===== src/usb_wakeup_map.svh =====
/*
  Register offsets, bit positions, reset values and timing counts for the
  USB wake-up, address-enable and configuration control block.
  Assumes a 50 MHz controller clock and a 32-bit APB register bus.
*/
// Notes on behaviour
// - wake request bit held until software clears
// - resume only if enabled, clocks on, suspended 5ms
// - configured cleared by reset or bus reset
// - address enable cleared by reset or bus reset
// - address enable clear means use address zero
`ifndef USB_WAKEUP_MAP_SVH
`define USB_WAKEUP_MAP_SVH

`define UWC_OFS_CONTROL 8'h00
`define UWC_OFS_ADDRESS 8'h04

`define UWC_BIT_WAKE_REQ 5
`define UWC_BIT_RSV4 4
`define UWC_BIT_RESUME_PEND 3
`define UWC_BIT_WAKE_EN 2
`define UWC_BIT_CONFIGURED 1
`define UWC_BIT_ADDR_EN 0

`define UWC_CONTROL_RESET 8'h00
`define UWC_ADDRESS_RESET 7'h00
`define UWC_DEFAULT_ADDR 7'h00

`define UWC_CLK_PERIOD_NS 20
`define UWC_SUSPEND_MIN_MS 5
`define UWC_RESUME_DRIVE_MS 10
`define UWC_BUS_RESET_MIN_TENTH_US 27
`define UWC_SUSPEND_MIN_CYC ((`UWC_SUSPEND_MIN_MS * 1000000) / `UWC_CLK_PERIOD_NS)
`define UWC_RESUME_DRIVE_CYC ((`UWC_RESUME_DRIVE_MS * 1000000) / `UWC_CLK_PERIOD_NS)
`define UWC_BUS_RESET_CYC \
  ((`UWC_BUS_RESET_MIN_TENTH_US * 100 + `UWC_CLK_PERIOD_NS - 1) / `UWC_CLK_PERIOD_NS)

`endif


===== src/usb_wakeup_pkg.sv =====
/*
  Types shared by the USB wake-up control block.
  Assumes nothing beyond a SystemVerilog compiler.
*/
`default_nettype none
package usb_wakeup_pkg;
  typedef enum logic [1:0] {
    WAKE_IDLE = 2'b00,
    WAKE_PEND = 2'b01,
    WAKE_DRIVE = 2'b11,
    WAKE_HOLD = 2'b10
  } wake_state_e;
  typedef logic [19:0] tick_t;
endpackage
`default_nettype wire


===== src/sync_2ff.sv =====
/*
  Two flip-flop synchroniser for one asynchronous level.
  Assumes the input changes slowly compared with the clock.
*/
`default_nettype none
module sync_2ff (
  input wire logic clk_sys,
  input wire logic nrst,
  input wire logic asyncIn,
  output logic syncOut
);
  logic meta_q;

  always_ff @(posedge clk_sys)
  begin
    if (!nrst)
    begin
      meta_q <= 1'b0;
      syncOut <= 1'b0;
    end
    else
    begin
      meta_q <= asyncIn;
      syncOut <= meta_q;
    end
  end
endmodule
`default_nettype wire


===== src/usb_wakeup_addr_config_ctl.sv =====
/*
  USB global control low byte: remote wake-up request and resume sequencing,
  configured flag, function address enable and the programmed address.
  Assumes an APB master on clk_sys, raw D+/D- levels from the transceiver, and
  suspend and clocks-running levels from logic on the same clock.
*/
`default_nettype none
`include "usb_wakeup_map.svh"
module usb_wakeup_addr_config_ctl #(
  parameter int SUSPEND_MIN_CYC = `UWC_SUSPEND_MIN_CYC,
  parameter int RESUME_DRIVE_CYC = `UWC_RESUME_DRIVE_CYC
) (
  input wire logic clk_sys,
  input wire logic nrst,
  input wire logic psel,
  input wire logic penable,
  input wire logic pwrite,
  input wire logic [7:0] paddr,
  input wire logic [31:0] pwdata,
  output logic [31:0] prdata,
  output logic pready,
  output logic pslverr,
  input wire logic usbDp,
  input wire logic usbDm,
  input wire logic busSuspended,
  input wire logic usbClocksOn,
  output logic wakeRequest,
  output logic resumeDrive,
  output logic configuredOut,
  output logic addrEnableOut,
  output logic [6:0] funcAddress
);
  localparam int BUS_RESET_CYC = `UWC_BUS_RESET_CYC;
  localparam logic [7:0] CTL_RESET = `UWC_CONTROL_RESET;

  logic dpSync, dmSync;
  logic wakeReq_q, wakeEn_q, configured_q, addrEn_q, resumePend_q;
  logic [6:0] progAddr_q;
  logic [31:0] prdata_q;
  logic [7:0] seCount_q;
  logic busReset;
  usb_wakeup_pkg::tick_t suspCount_q, driveCount_q;
  usb_wakeup_pkg::wake_state_e state_q, state_d;
  logic suspLongEnough;
  logic wrCycle, setupCycle, hitCtl, hitAddr;
  logic [7:0] ctlRead;

  sync_2ff syncDp (
    .clk_sys(clk_sys),
    .nrst(nrst),
    .asyncIn(usbDp),
    .syncOut(dpSync)
  );

  sync_2ff syncDm (
    .clk_sys(clk_sys),
    .nrst(nrst),
    .asyncIn(usbDm),
    .syncOut(dmSync)
  );

  // apb decode; zero wait states, read data captured in the setup cycle
  assign hitCtl = (paddr == `UWC_OFS_CONTROL);
  assign hitAddr = (paddr == `UWC_OFS_ADDRESS);
  assign setupCycle = psel && !penable;
  assign wrCycle = psel && penable && pwrite && hitCtl;
  assign pready = 1'b1;
  assign pslverr = psel && penable && !(hitCtl || hitAddr);
  assign prdata = prdata_q;

  always_comb
  begin
    ctlRead = 8'h00;
    ctlRead[`UWC_BIT_WAKE_REQ] = wakeReq_q;
    ctlRead[`UWC_BIT_RSV4] = 1'b0;
    ctlRead[`UWC_BIT_RESUME_PEND] = resumePend_q;
    ctlRead[`UWC_BIT_WAKE_EN] = wakeEn_q;
    ctlRead[`UWC_BIT_CONFIGURED] = configured_q;
    ctlRead[`UWC_BIT_ADDR_EN] = addrEn_q;
  end

  always_ff @(posedge clk_sys)
  begin
    if (!nrst)
      prdata_q <= 32'h0000_0000;
    else if (setupCycle && !pwrite)
    begin
      if (hitCtl)
        prdata_q <= {24'h00_0000, ctlRead};
      else if (hitAddr)
        prdata_q <= {25'h000_0000, progAddr_q};
      else
        prdata_q <= 32'h0000_0000;
    end
  end

  // bus reset: se0 held for the minimum time, one pulse per reset episode
  always_ff @(posedge clk_sys)
  begin
    if (!nrst)
      seCount_q <= 8'h00;
    else if (dpSync || dmSync)
      seCount_q <= 8'h00;
    else if (seCount_q != 8'(BUS_RESET_CYC))
      seCount_q <= seCount_q + 8'h01;
  end
  assign busReset = !dpSync && !dmSync && (seCount_q == 8'(BUS_RESET_CYC - 1));

  // software-owned bits; bit 4 has no storage so a written one is dropped
  always_ff @(posedge clk_sys)
  begin
    if (!nrst)
    begin
      wakeReq_q <= CTL_RESET[`UWC_BIT_WAKE_REQ];
      wakeEn_q <= CTL_RESET[`UWC_BIT_WAKE_EN];
    end
    else if (wrCycle)
    begin
      wakeReq_q <= pwdata[`UWC_BIT_WAKE_REQ];
      wakeEn_q <= pwdata[`UWC_BIT_WAKE_EN];
    end
  end

  // bus reset wins over a same-cycle firmware write
  always_ff @(posedge clk_sys)
  begin
    if (!nrst || busReset)
      configured_q <= 1'b0;
    else if (wrCycle)
      configured_q <= pwdata[`UWC_BIT_CONFIGURED];
  end

  always_ff @(posedge clk_sys)
  begin
    if (!nrst || busReset)
      addrEn_q <= 1'b0;
    else if (wrCycle && pwdata[`UWC_BIT_ADDR_EN])
      addrEn_q <= 1'b1;
  end

  always_ff @(posedge clk_sys)
  begin
    if (!nrst || busReset)
      progAddr_q <= `UWC_ADDRESS_RESET;
    else if (psel && penable && pwrite && hitAddr)
      progAddr_q <= pwdata[6:0];
  end

  always_ff @(posedge clk_sys)
  begin
    if (!nrst)
      funcAddress <= `UWC_DEFAULT_ADDR;
    else
      funcAddress <= addrEn_q ? progAddr_q : `UWC_DEFAULT_ADDR;
  end

  // time in suspend, saturating at the minimum
  always_ff @(posedge clk_sys)
  begin
    if (!nrst || !busSuspended)
      suspCount_q <= '0;
    else if (!suspLongEnough)
      suspCount_q <= suspCount_q + 20'h0_0001;
  end
  assign suspLongEnough = (suspCount_q >= 20'(SUSPEND_MIN_CYC));

  always_comb
  begin
    state_d = state_q;
    unique case (state_q)
      usb_wakeup_pkg::WAKE_IDLE:
        if (wakeReq_q && wakeEn_q)
          state_d = usb_wakeup_pkg::WAKE_PEND;
      usb_wakeup_pkg::WAKE_PEND:
        if (!wakeReq_q || !wakeEn_q)
          state_d = usb_wakeup_pkg::WAKE_IDLE;
        else if (usbClocksOn && suspLongEnough)
          state_d = usb_wakeup_pkg::WAKE_DRIVE;
      usb_wakeup_pkg::WAKE_DRIVE:
        if (driveCount_q == 20'(RESUME_DRIVE_CYC - 1))
          state_d = usb_wakeup_pkg::WAKE_HOLD;
      usb_wakeup_pkg::WAKE_HOLD:
        if (!wakeReq_q)
          state_d = usb_wakeup_pkg::WAKE_IDLE; // one resume per request
    endcase
  end

  always_ff @(posedge clk_sys)
  begin
    if (!nrst)
      state_q <= usb_wakeup_pkg::WAKE_IDLE;
    else
      state_q <= state_d;
  end

  always_ff @(posedge clk_sys)
  begin
    if (!nrst || state_q != usb_wakeup_pkg::WAKE_DRIVE)
      driveCount_q <= '0;
    else
      driveCount_q <= driveCount_q + 20'h0_0001;
  end

  always_ff @(posedge clk_sys)
  begin
    if (!nrst)
      resumePend_q <= 1'b0;
    else
      resumePend_q <= (state_d == usb_wakeup_pkg::WAKE_PEND)
                   || (state_d == usb_wakeup_pkg::WAKE_DRIVE);
  end

  always_ff @(posedge clk_sys)
  begin
    if (!nrst)
      resumeDrive <= 1'b0;
    else
      resumeDrive <= (state_d == usb_wakeup_pkg::WAKE_DRIVE);
  end

  assign wakeRequest = wakeReq_q;
  assign configuredOut = configured_q;
  assign addrEnableOut = addrEn_q;
endmodule
`default_nettype wire


===== config.mk =====
export PLATFORM = sky130hd
export DESIGN_NAME = usb_wakeup_addr_config_ctl
export DESIGN_NICKNAME = d
export VERILOG_FILES = /design/src/usb_wakeup_pkg.sv /design/src/sync_2ff.sv /design/src/usb_wakeup_addr_config_ctl.sv
export VERILOG_INCLUDE_DIRS = /design/src
export SDC_FILE = /design/constraint.sdc
export NUM_CORES = 1
export LEC_CHECK = 0
export BUFFER_PORTS_ARGS = -buffer_cell sky130_fd_sc_hd__buf_4
export CORE_AREA = 5 5 133 103
export CTS_CLUSTER_DIAMETER = 100
export CTS_CLUSTER_SIZE = 30
export DETAILED_ROUTE_END_ITERATION = 10
export DIE_AREA = 0 0 138 108
export GPL_TIMING_DRIVEN = 0
export PLACE_DENSITY = 0.52
export SYNTH_ARGS = -nofsm -noshare
export SYNTH_HDL_FRONTEND = slang
export SYNTH_SLANG_ARGS = --single-unit
export TNS_END_PERCENT = 10

===== constraint.sdc =====
create_clock -name clk_sys -period 1.7 [get_ports clk_sys]
set_input_delay 0.255 -clock clk_sys [delete_from_list [all_inputs] [get_ports clk_sys]]
set_output_delay 0.255 -clock clk_sys [all_outputs]
set_load 0.05 [all_outputs]

==> flow_metrics.env, run 1 <==
export IMPL_status="completed"
export IMPL_hpwl_um=5713
export IMPL_p_switching_uw=1028
export IMPL_area_delta_synth_final_pct=29.33
export IMPL_cts_hold_buf=0
export IMPL_cts_sinks=80
export IMPL_synthCells=398
export IMPL_min_path_type="in2reg"
export IMPL_synth_common_cells="80 x dfxtp_1, 50 x nor2_1, 28 x nand2_1"
export IMPL_first_pass_iters=4
export IMPL_n_antenna_cell=0
export IMPL_critPathKind="reg2reg"
export IMPL_drt_iter0_drc=152
export IMPL_synth_edff_count=0
export IMPL_die_h_um=108
export IMPL_cts_buffer_depth=2
export IMPL_gp_congestion=0.7633
export IMPL_cellLeakagePower_uw=0.001864
export IMPL_io_buffers=41
export IMPL_num_vias=2874
export IMPL_multi_input_area_mm2=0.001892
export IMPL_p_comb_share_pct=7.3
export IMPL_cap_violations=0
export IMPL_rsz0062_at_grt="yes"
export IMPL_overflow=0
export IMPL_grt_pass1_vias=2808
export IMPL_fmax_mhz=590.3
export IMPL_numCtsBuffers=9
export IMPL_async_flop_share_pct=0
export IMPL_fin_nets=530
export IMPL_synth_warnings=0
export IMPL_core_mm2=0.01217
export IMPL_htree_levels=3
export IMPL_n_fill_cell=1267
export IMPL_initial_core_util_pct=29.36
export IMPL_wl_per_cell_um=12.52
export IMPL_rows=35
export IMPL_pwr_share_seq_pct=46.7
export IMPL_yosys_area_top_type="dfxtp_1"
export IMPL_drive_above_1_share_pct=24.12
export IMPL_critPathCaptureType="flip-flop"
export IMPL_fin_crit_ns=1.694
export IMPL_p_per_area_mw_per_mm2=878.5
export IMPL_ios=94
export IMPL_crit_fanout=5
export IMPL_cts_tree="yes"
export IMPL_track_usage_pct=11.08
export IMPL_synth_most_common_cell="dfxtp_1"
export IMPL_synth_seq_cells=80
export IMPL_yosysSeqAreaShare_pct=44.80
export IMPL_relSlewSlack_pct=63.48
export IMPL_vdd_ir_drop_max_v=0.0004355
export IMPL_worstMarginPinSlew_ns=0.5478
export IMPL_grt_pass1_wl_um=13630
export IMPL_syn_avg_cell_area_um2=8.982
export IMPL_yosysUniqueCellTypes=42
export IMPL_slew_violations=0
export IMPL_path_clk_slew_ns=0.07
export IMPL_start_kind="flip-flop"
export IMPL_critPathRequiredTime_ns=1.97
export IMPL_synthesis_area_mm2=0.003575
export IMPL_die_width_um=138
export IMPL_worstPathArrival_ns=1.96
export IMPL_drc=0
export IMPL_dieArea_mm2=0.01490
export IMPL_period_share_pct=99.66
export IMPL_dp_slack_ns=-0.2551
export IMPL_synth_top_area_share_pct=44.80
export IMPL_grt_max_degree=16
export IMPL_finalHoldViolCount=0
export IMPL_final_core_util_pct=37.98
export IMPL_intPower_uw=3033
export IMPL_via_per_inst=4.442
export IMPL_wirelength_um=8101
export IMPL_swShare_pct=25.32
export IMPL_ys_flop_type="dfxtp_1"
export IMPL_worst_skew_pair_late_latency_ns=0.34
export IMPL_timing_final_ws_setup_ns=0.005838
export IMPL_clockRootBuffer="clkbuf_16"
export IMPL_finClkSkew_ns=0.006751
export IMPL_design_area_mm2=0.004623
export IMPL_setup_viol=0
export IMPL_drtAntennaViolNets=0
export IMPL_dpl_cell_area_mm2=0.004189
export IMPL_p_clk_share_pct=46.0
export IMPL_register_area_mm2=0.001610
export IMPL_antenna_found_initial=0
export IMPL_ys_top_cells_by_area="dfxtp_1 45%, buf_4 5.5%, nor2_1 5.3%"
state kept, by name (all words and copies together) (netlist names):
register and cells:
seCount_q 8, addrEnableOut 1, resumePend_q 1, suspCount_q 20
configuredOut 1, syncDm.meta_q 1, syncDp.syncOut 1, wakeRequest 1
state_q 1, syncDp.meta_q 1, progAddr_q 7, wakeEn_q 1
prdata 7, funcAddress 7, resumeDrive 1, driveCount_q 20
syncDm.syncOut 1
layer usage:
metal	track usage [%]	vias up	routed length (um)
met5	0	-	0
met4	3.667	0	103
met3	3.183	11	338
met2	17.90	52	3718
met1	14.35	1320	3941
li1	-	1491	-
stage by stage:
step | hold slack [ns] | power [uW] | TNS, ns | cells
2_1_floorplan | 0.3823 | 2166 | 0 | 422
3_3_place_gp | 0.4165 | 2232 | -4.273 | 629
3_5_place_dp | 0.4202 | 2232 | -3.447 | 629
4_1_cts | 0.1082 | 4112 | -0.4600 | 645
5_1_grt | 0.1108 | 4222 | -0.4833 | 647
6_report | 0.1228 | 4061 | 0 | 647
cells by family after synthesis:
kind of cell	after synthesis	synth area share, %
simple gates	177	25.97
flops	80	44.80
buf+inv	44	7.561
compound gates	43	7.456
xor+xnor	31	7.595
mux	16	4.655
fa+ha+maj	5	1.750
other cells	2	0.2101
worst max-delay path: stages (launching register included):
cell	delay, ns
dfxtp_4	0.37
nor4_4	0.34
nand4b_4	0.16
and2_4	0.20
buf_8	0.13
or3_4	0.32
a21oi_2	0.11
final timing paths:
| check | startpoint | end | slack [ns] | cells after the start |
|---|---|---|---|---|
| setup / recovery | suspCount_q[8]$_SDFFE_PP0P_ | suspCount_q[16]$_SDFFE_PP0P_ | 0.006 | 6 |
| hold / removal | usbDp | syncDp.meta_q$_SDFF_PN0_ | 0.12 | 2 |
| setup reg to reg | suspCount_q[8]$_SDFFE_PP0P_ | suspCount_q[16]$_SDFFE_PP0P_ | 0.006 | 6 |
| hold reg to reg | syncDp.meta_q$_SDFF_PN0_ | syncDp.syncOut$_SDFF_PN0_ | 0.43 | 1 |
cells in the final DEF (no fill, tap or decap), types with 8 or more instances in the layout:
cell type | synthesis | final
nor2_1 | 50 | 49
nor2b_1 | 9 | 9
a21oi_1 | 16 | 13
nand3_1 | 21 | 21
nand2_1 | 28 | 28
xor2_1 | 15 | 15
clkbuf_1 | 10 | 8
clkbuf_16 | 0 | 10
xnor2_1 | 16 | 16
and3_1 | 17 | 17
dfxtp_1 | 80 | 75
mux2i_1 | 11 | 11
nand4_1 | 12 | 12
conb_1 | 2 | 26
buf_4 | 26 | 70
power groups by stage:
stage / Combinational, uW / Sequential [uW] / Clock [uW]
2_1_floorplan: 230 / 1940 / 0
3_3_place_gp: 293 / 1940 / 0
3_5_place_dp: 293 / 1940 / 0
4_1_cts: 295 / 1900 / 1920
5_1_grt: 322 / 1900 / 2000
6_report: 297 / 1900 / 1870
layout make-up:
class / instances / share of cell area [%]
Clock buffer: 10 / 5.169
Buffer: 36 / 5.359
Tap cell: 166 / 4.493
Clock inverter: 6 / 1.137
Sequential cell: 80 / 34.83
Multi-Input combinational cell: 298 / 40.92
Timing Repair Buffer: 44 / 7.524
Inverter: 7 / 0.5683
repair_timing:
| action | CTS | global route |
|---|---|---|
| endpoints found under the setup margin | 28 | 18 |
| setup buffers | 0 | 2 |
| cloned | 0 | 1 |
| gates resized for setup | 5 | 24 |
| pin swaps | 1 | 9 |
No activity file was read; power rests on OpenSTA's default activity.
==> run 2: changes to the inputs <==
--- a/config.mk
+++ b/config.mk
@@ -12,7 +12,6 @@
 export CTS_CLUSTER_SIZE = 30
 export DETAILED_ROUTE_END_ITERATION = 10
 export DIE_AREA = 0 0 138 108
-export GPL_TIMING_DRIVEN = 0
 export PLACE_DENSITY = 0.52
 export SYNTH_ARGS = -nofsm -noshare
 export SYNTH_HDL_FRONTEND = slang
==> flow_metrics.env, run 2 (synthesis results as in run 1) <==
export IMPL_status="completed"
export IMPL_drt_iter0_drc=135
export IMPL_via_per_inst=4.544
export IMPL_top_regs="driveCount_q x20, suspCount_q x20, seCount_q x8"
export IMPL_n_antenna_cell=0
export IMPL_final_common_cell="dfxtp_1"
export IMPL_grt_max_degree=22
export IMPL_swShare_pct=24.60
export IMPL_max_stage_delay_ns=0.37
export IMPL_first_pass_iters=5
export IMPL_die_width_um=138
export IMPL_layout_common_cells="76 x dfxtp_1, 65 x buf_4, 50 x nor2_1"
export IMPL_core_mm2=0.01217
export IMPL_finalHoldViolCount=0
export IMPL_io_buffers=42
export IMPL_r2r_slack_ns=0.05
export IMPL_period_share_pct=97.24
export IMPL_crit_fanout=5
export IMPL_wirelength_um=7925
export IMPL_drtAntennaViolNets=0
export IMPL_crit_start="suspCount_q[8]$_SDFFE_PP0P_"
export IMPL_fmax_mhz=604.9
export IMPL_clockRootBuffer="clkbuf_16"
export IMPL_p_per_area_mw_per_mm2=901.0
export IMPL_p_clk_share_pct=46.5
export IMPL_cts_sinks=80
export IMPL_vdd_ir_drop_max_v=0.0004377
export IMPL_n_fill_cell=1256
export IMPL_grt_pass1_vias=2708
export IMPL_crit_chain="nor4_4 -> nand4b_4 -> and2_4 -> buf_4 -> or3_1 -> a21oi_1"
export IMPL_worst_path_max_delay_cell="dfxtp_4"
export IMPL_antenna_found_initial=0
export IMPL_area_delta_synth_final_pct=24.61
export IMPL_cts_hold_buf=0
export IMPL_numCtsBuffers=9
export IMPL_worstPathArrival_ns=1.92
export IMPL_pwr_share_seq_pct=47.2
export IMPL_path_clk_slew_ns=0.06
export IMPL_tns_ns=0
export IMPL_min_path_type="in2reg"
export IMPL_grt_pass1_wl_um=13060
export IMPL_overflow=0
export IMPL_track_usage_pct=10.65
export IMPL_fin_nets=515
export IMPL_intPower_uw=3026
export IMPL_initial_core_util_pct=29.36
export IMPL_setup_viol=0
export IMPL_gp_congestion=0.7311
export IMPL_worst_r2r_endpoint="suspCount_q[16]$_SDFFE_PP0P_"
export IMPL_cts_buffer_depth=2
export IMPL_drc=0
export IMPL_start_kind="flip-flop"
export IMPL_cts_tree="yes"
export IMPL_slew_violations=0
export IMPL_dpl_cell_area_mm2=0.004118
export IMPL_rsz0062_at_grt="yes"
export IMPL_ios=94
export IMPL_critPathRequiredTime_ns=1.97
export IMPL_p_switching_uw=987.4
export IMPL_reg2reg_depth=6
export IMPL_finClkSkew_ns=0.005832
export IMPL_cellLeakagePower_uw=0.001779
export IMPL_rows=35
export IMPL_multi_input_area_mm2=0.001832
export IMPL_wl_per_cell_um=12.54
export IMPL_cap_violations=0
export IMPL_design_area_mm2=0.004454
export IMPL_critPathCaptureType="flip-flop"
export IMPL_htree_levels=3
export IMPL_dieArea_mm2=0.01490
export IMPL_register_area_mm2=0.001609
export IMPL_worst_skew_pair_late_latency_ns=0.34
export IMPL_hpwl_um=5835
export IMPL_critPathKind="reg2reg"
export IMPL_fin_crit_ns=1.653
export IMPL_drive_above_1_share_pct=21.46
export IMPL_p_comb_share_pct=6.3
export IMPL_crit_end="suspCount_q[16]$_SDFFE_PP0P_"
export IMPL_die_h_um=108
export IMPL_num_vias=2872
export IMPL_worstReg2RegStart="suspCount_q[8]$_SDFFE_PP0P_"
run 2: routing by layer:
metal / GRT usage [%] / routed length [um] / up-vias
met1: 13.87 / 4025 / 1345
met4: 3.526 / 104 / 0
met2: 16.71 / 3462 / 57
li1: - / - / 1458
met5: 0 / 0 / -
met3: 3.581 / 331 / 12
run 2: worst min path at each step:
stage	startpoint	to	cells after the start
2_1_floorplan	usbDm	syncDm.meta_q$_SDFF_PN0_	1
3_3_place_gp	syncDm.meta_q$_SDFF_PN0_	syncDm.syncOut$_SDFF_PN0_	1
3_5_place_dp	syncDm.meta_q$_SDFF_PN0_	syncDm.syncOut$_SDFF_PN0_	1
4_1_cts	usbDm	syncDm.meta_q$_SDFF_PN0_	2
5_1_grt	usbDm	syncDm.meta_q$_SDFF_PN0_	2
6_report	usbDm	syncDm.meta_q$_SDFF_PN0_	2
run 2: worst max-delay path: cells and delay by family (launching register included):
kind | cells | cell delay [ns]
AND/OR/NAND/NOR | 4 | 0.96
flip-flops | 1 | 0.37
buffers and inverters | 1 | 0.14
AO/OA/AOI/OAI | 1 | 0.12
run 2: layout make-up:
| type | instances | area share [%] |
|---|---|---|
| well taps | 166 | 4.663 |
| repair buffers | 65 | 10.96 |
| clock inverters | 5 | 0.8708 |
| flip-flops and latches | 80 | 36.12 |
| multi-input cells | 298 | 41.12 |
| inverters | 7 | 0.5899 |
| clock buffers | 11 | 5.674 |
run 2: through the flow:
stage	std cells	util (%)	power (uW)	hold WS, ns	setup WS, ns
after floorplan	422	-	2166	0.3823	0.007257
after global routing	632	36.59	4171	0.1093	-0.03861
after global placement	615	33.82	2187	0.4157	-0.01008
final	632	36.59	4013	0.1224	0.04696
after CTS	632	36.38	4080	0.1070	0.002647
after detailed placement	615	33.82	2190	0.4299	-0.01534
run 2: power by group through the flow:
| stage | Combinational, uW | Sequential, uW | Clock (uW) |
|---|---|---|---|
| final | 251 | 1900 | 1870 |
| after global routing | 268 | 1900 | 2010 |
| after CTS | 251 | 1900 | 1930 |
| after detailed placement | 250 | 1940 | 0 |
| after global placement | 248 | 1940 | 0 |
| after floorplan | 230 | 1940 | 0 |
run 2: timing repair:
item | in CTS | in global routing
pin swaps | 1 | 6
setup endpoints to repair | 2 | 10
setup buffers | 1 | 0
resized for setup | 3 | 9
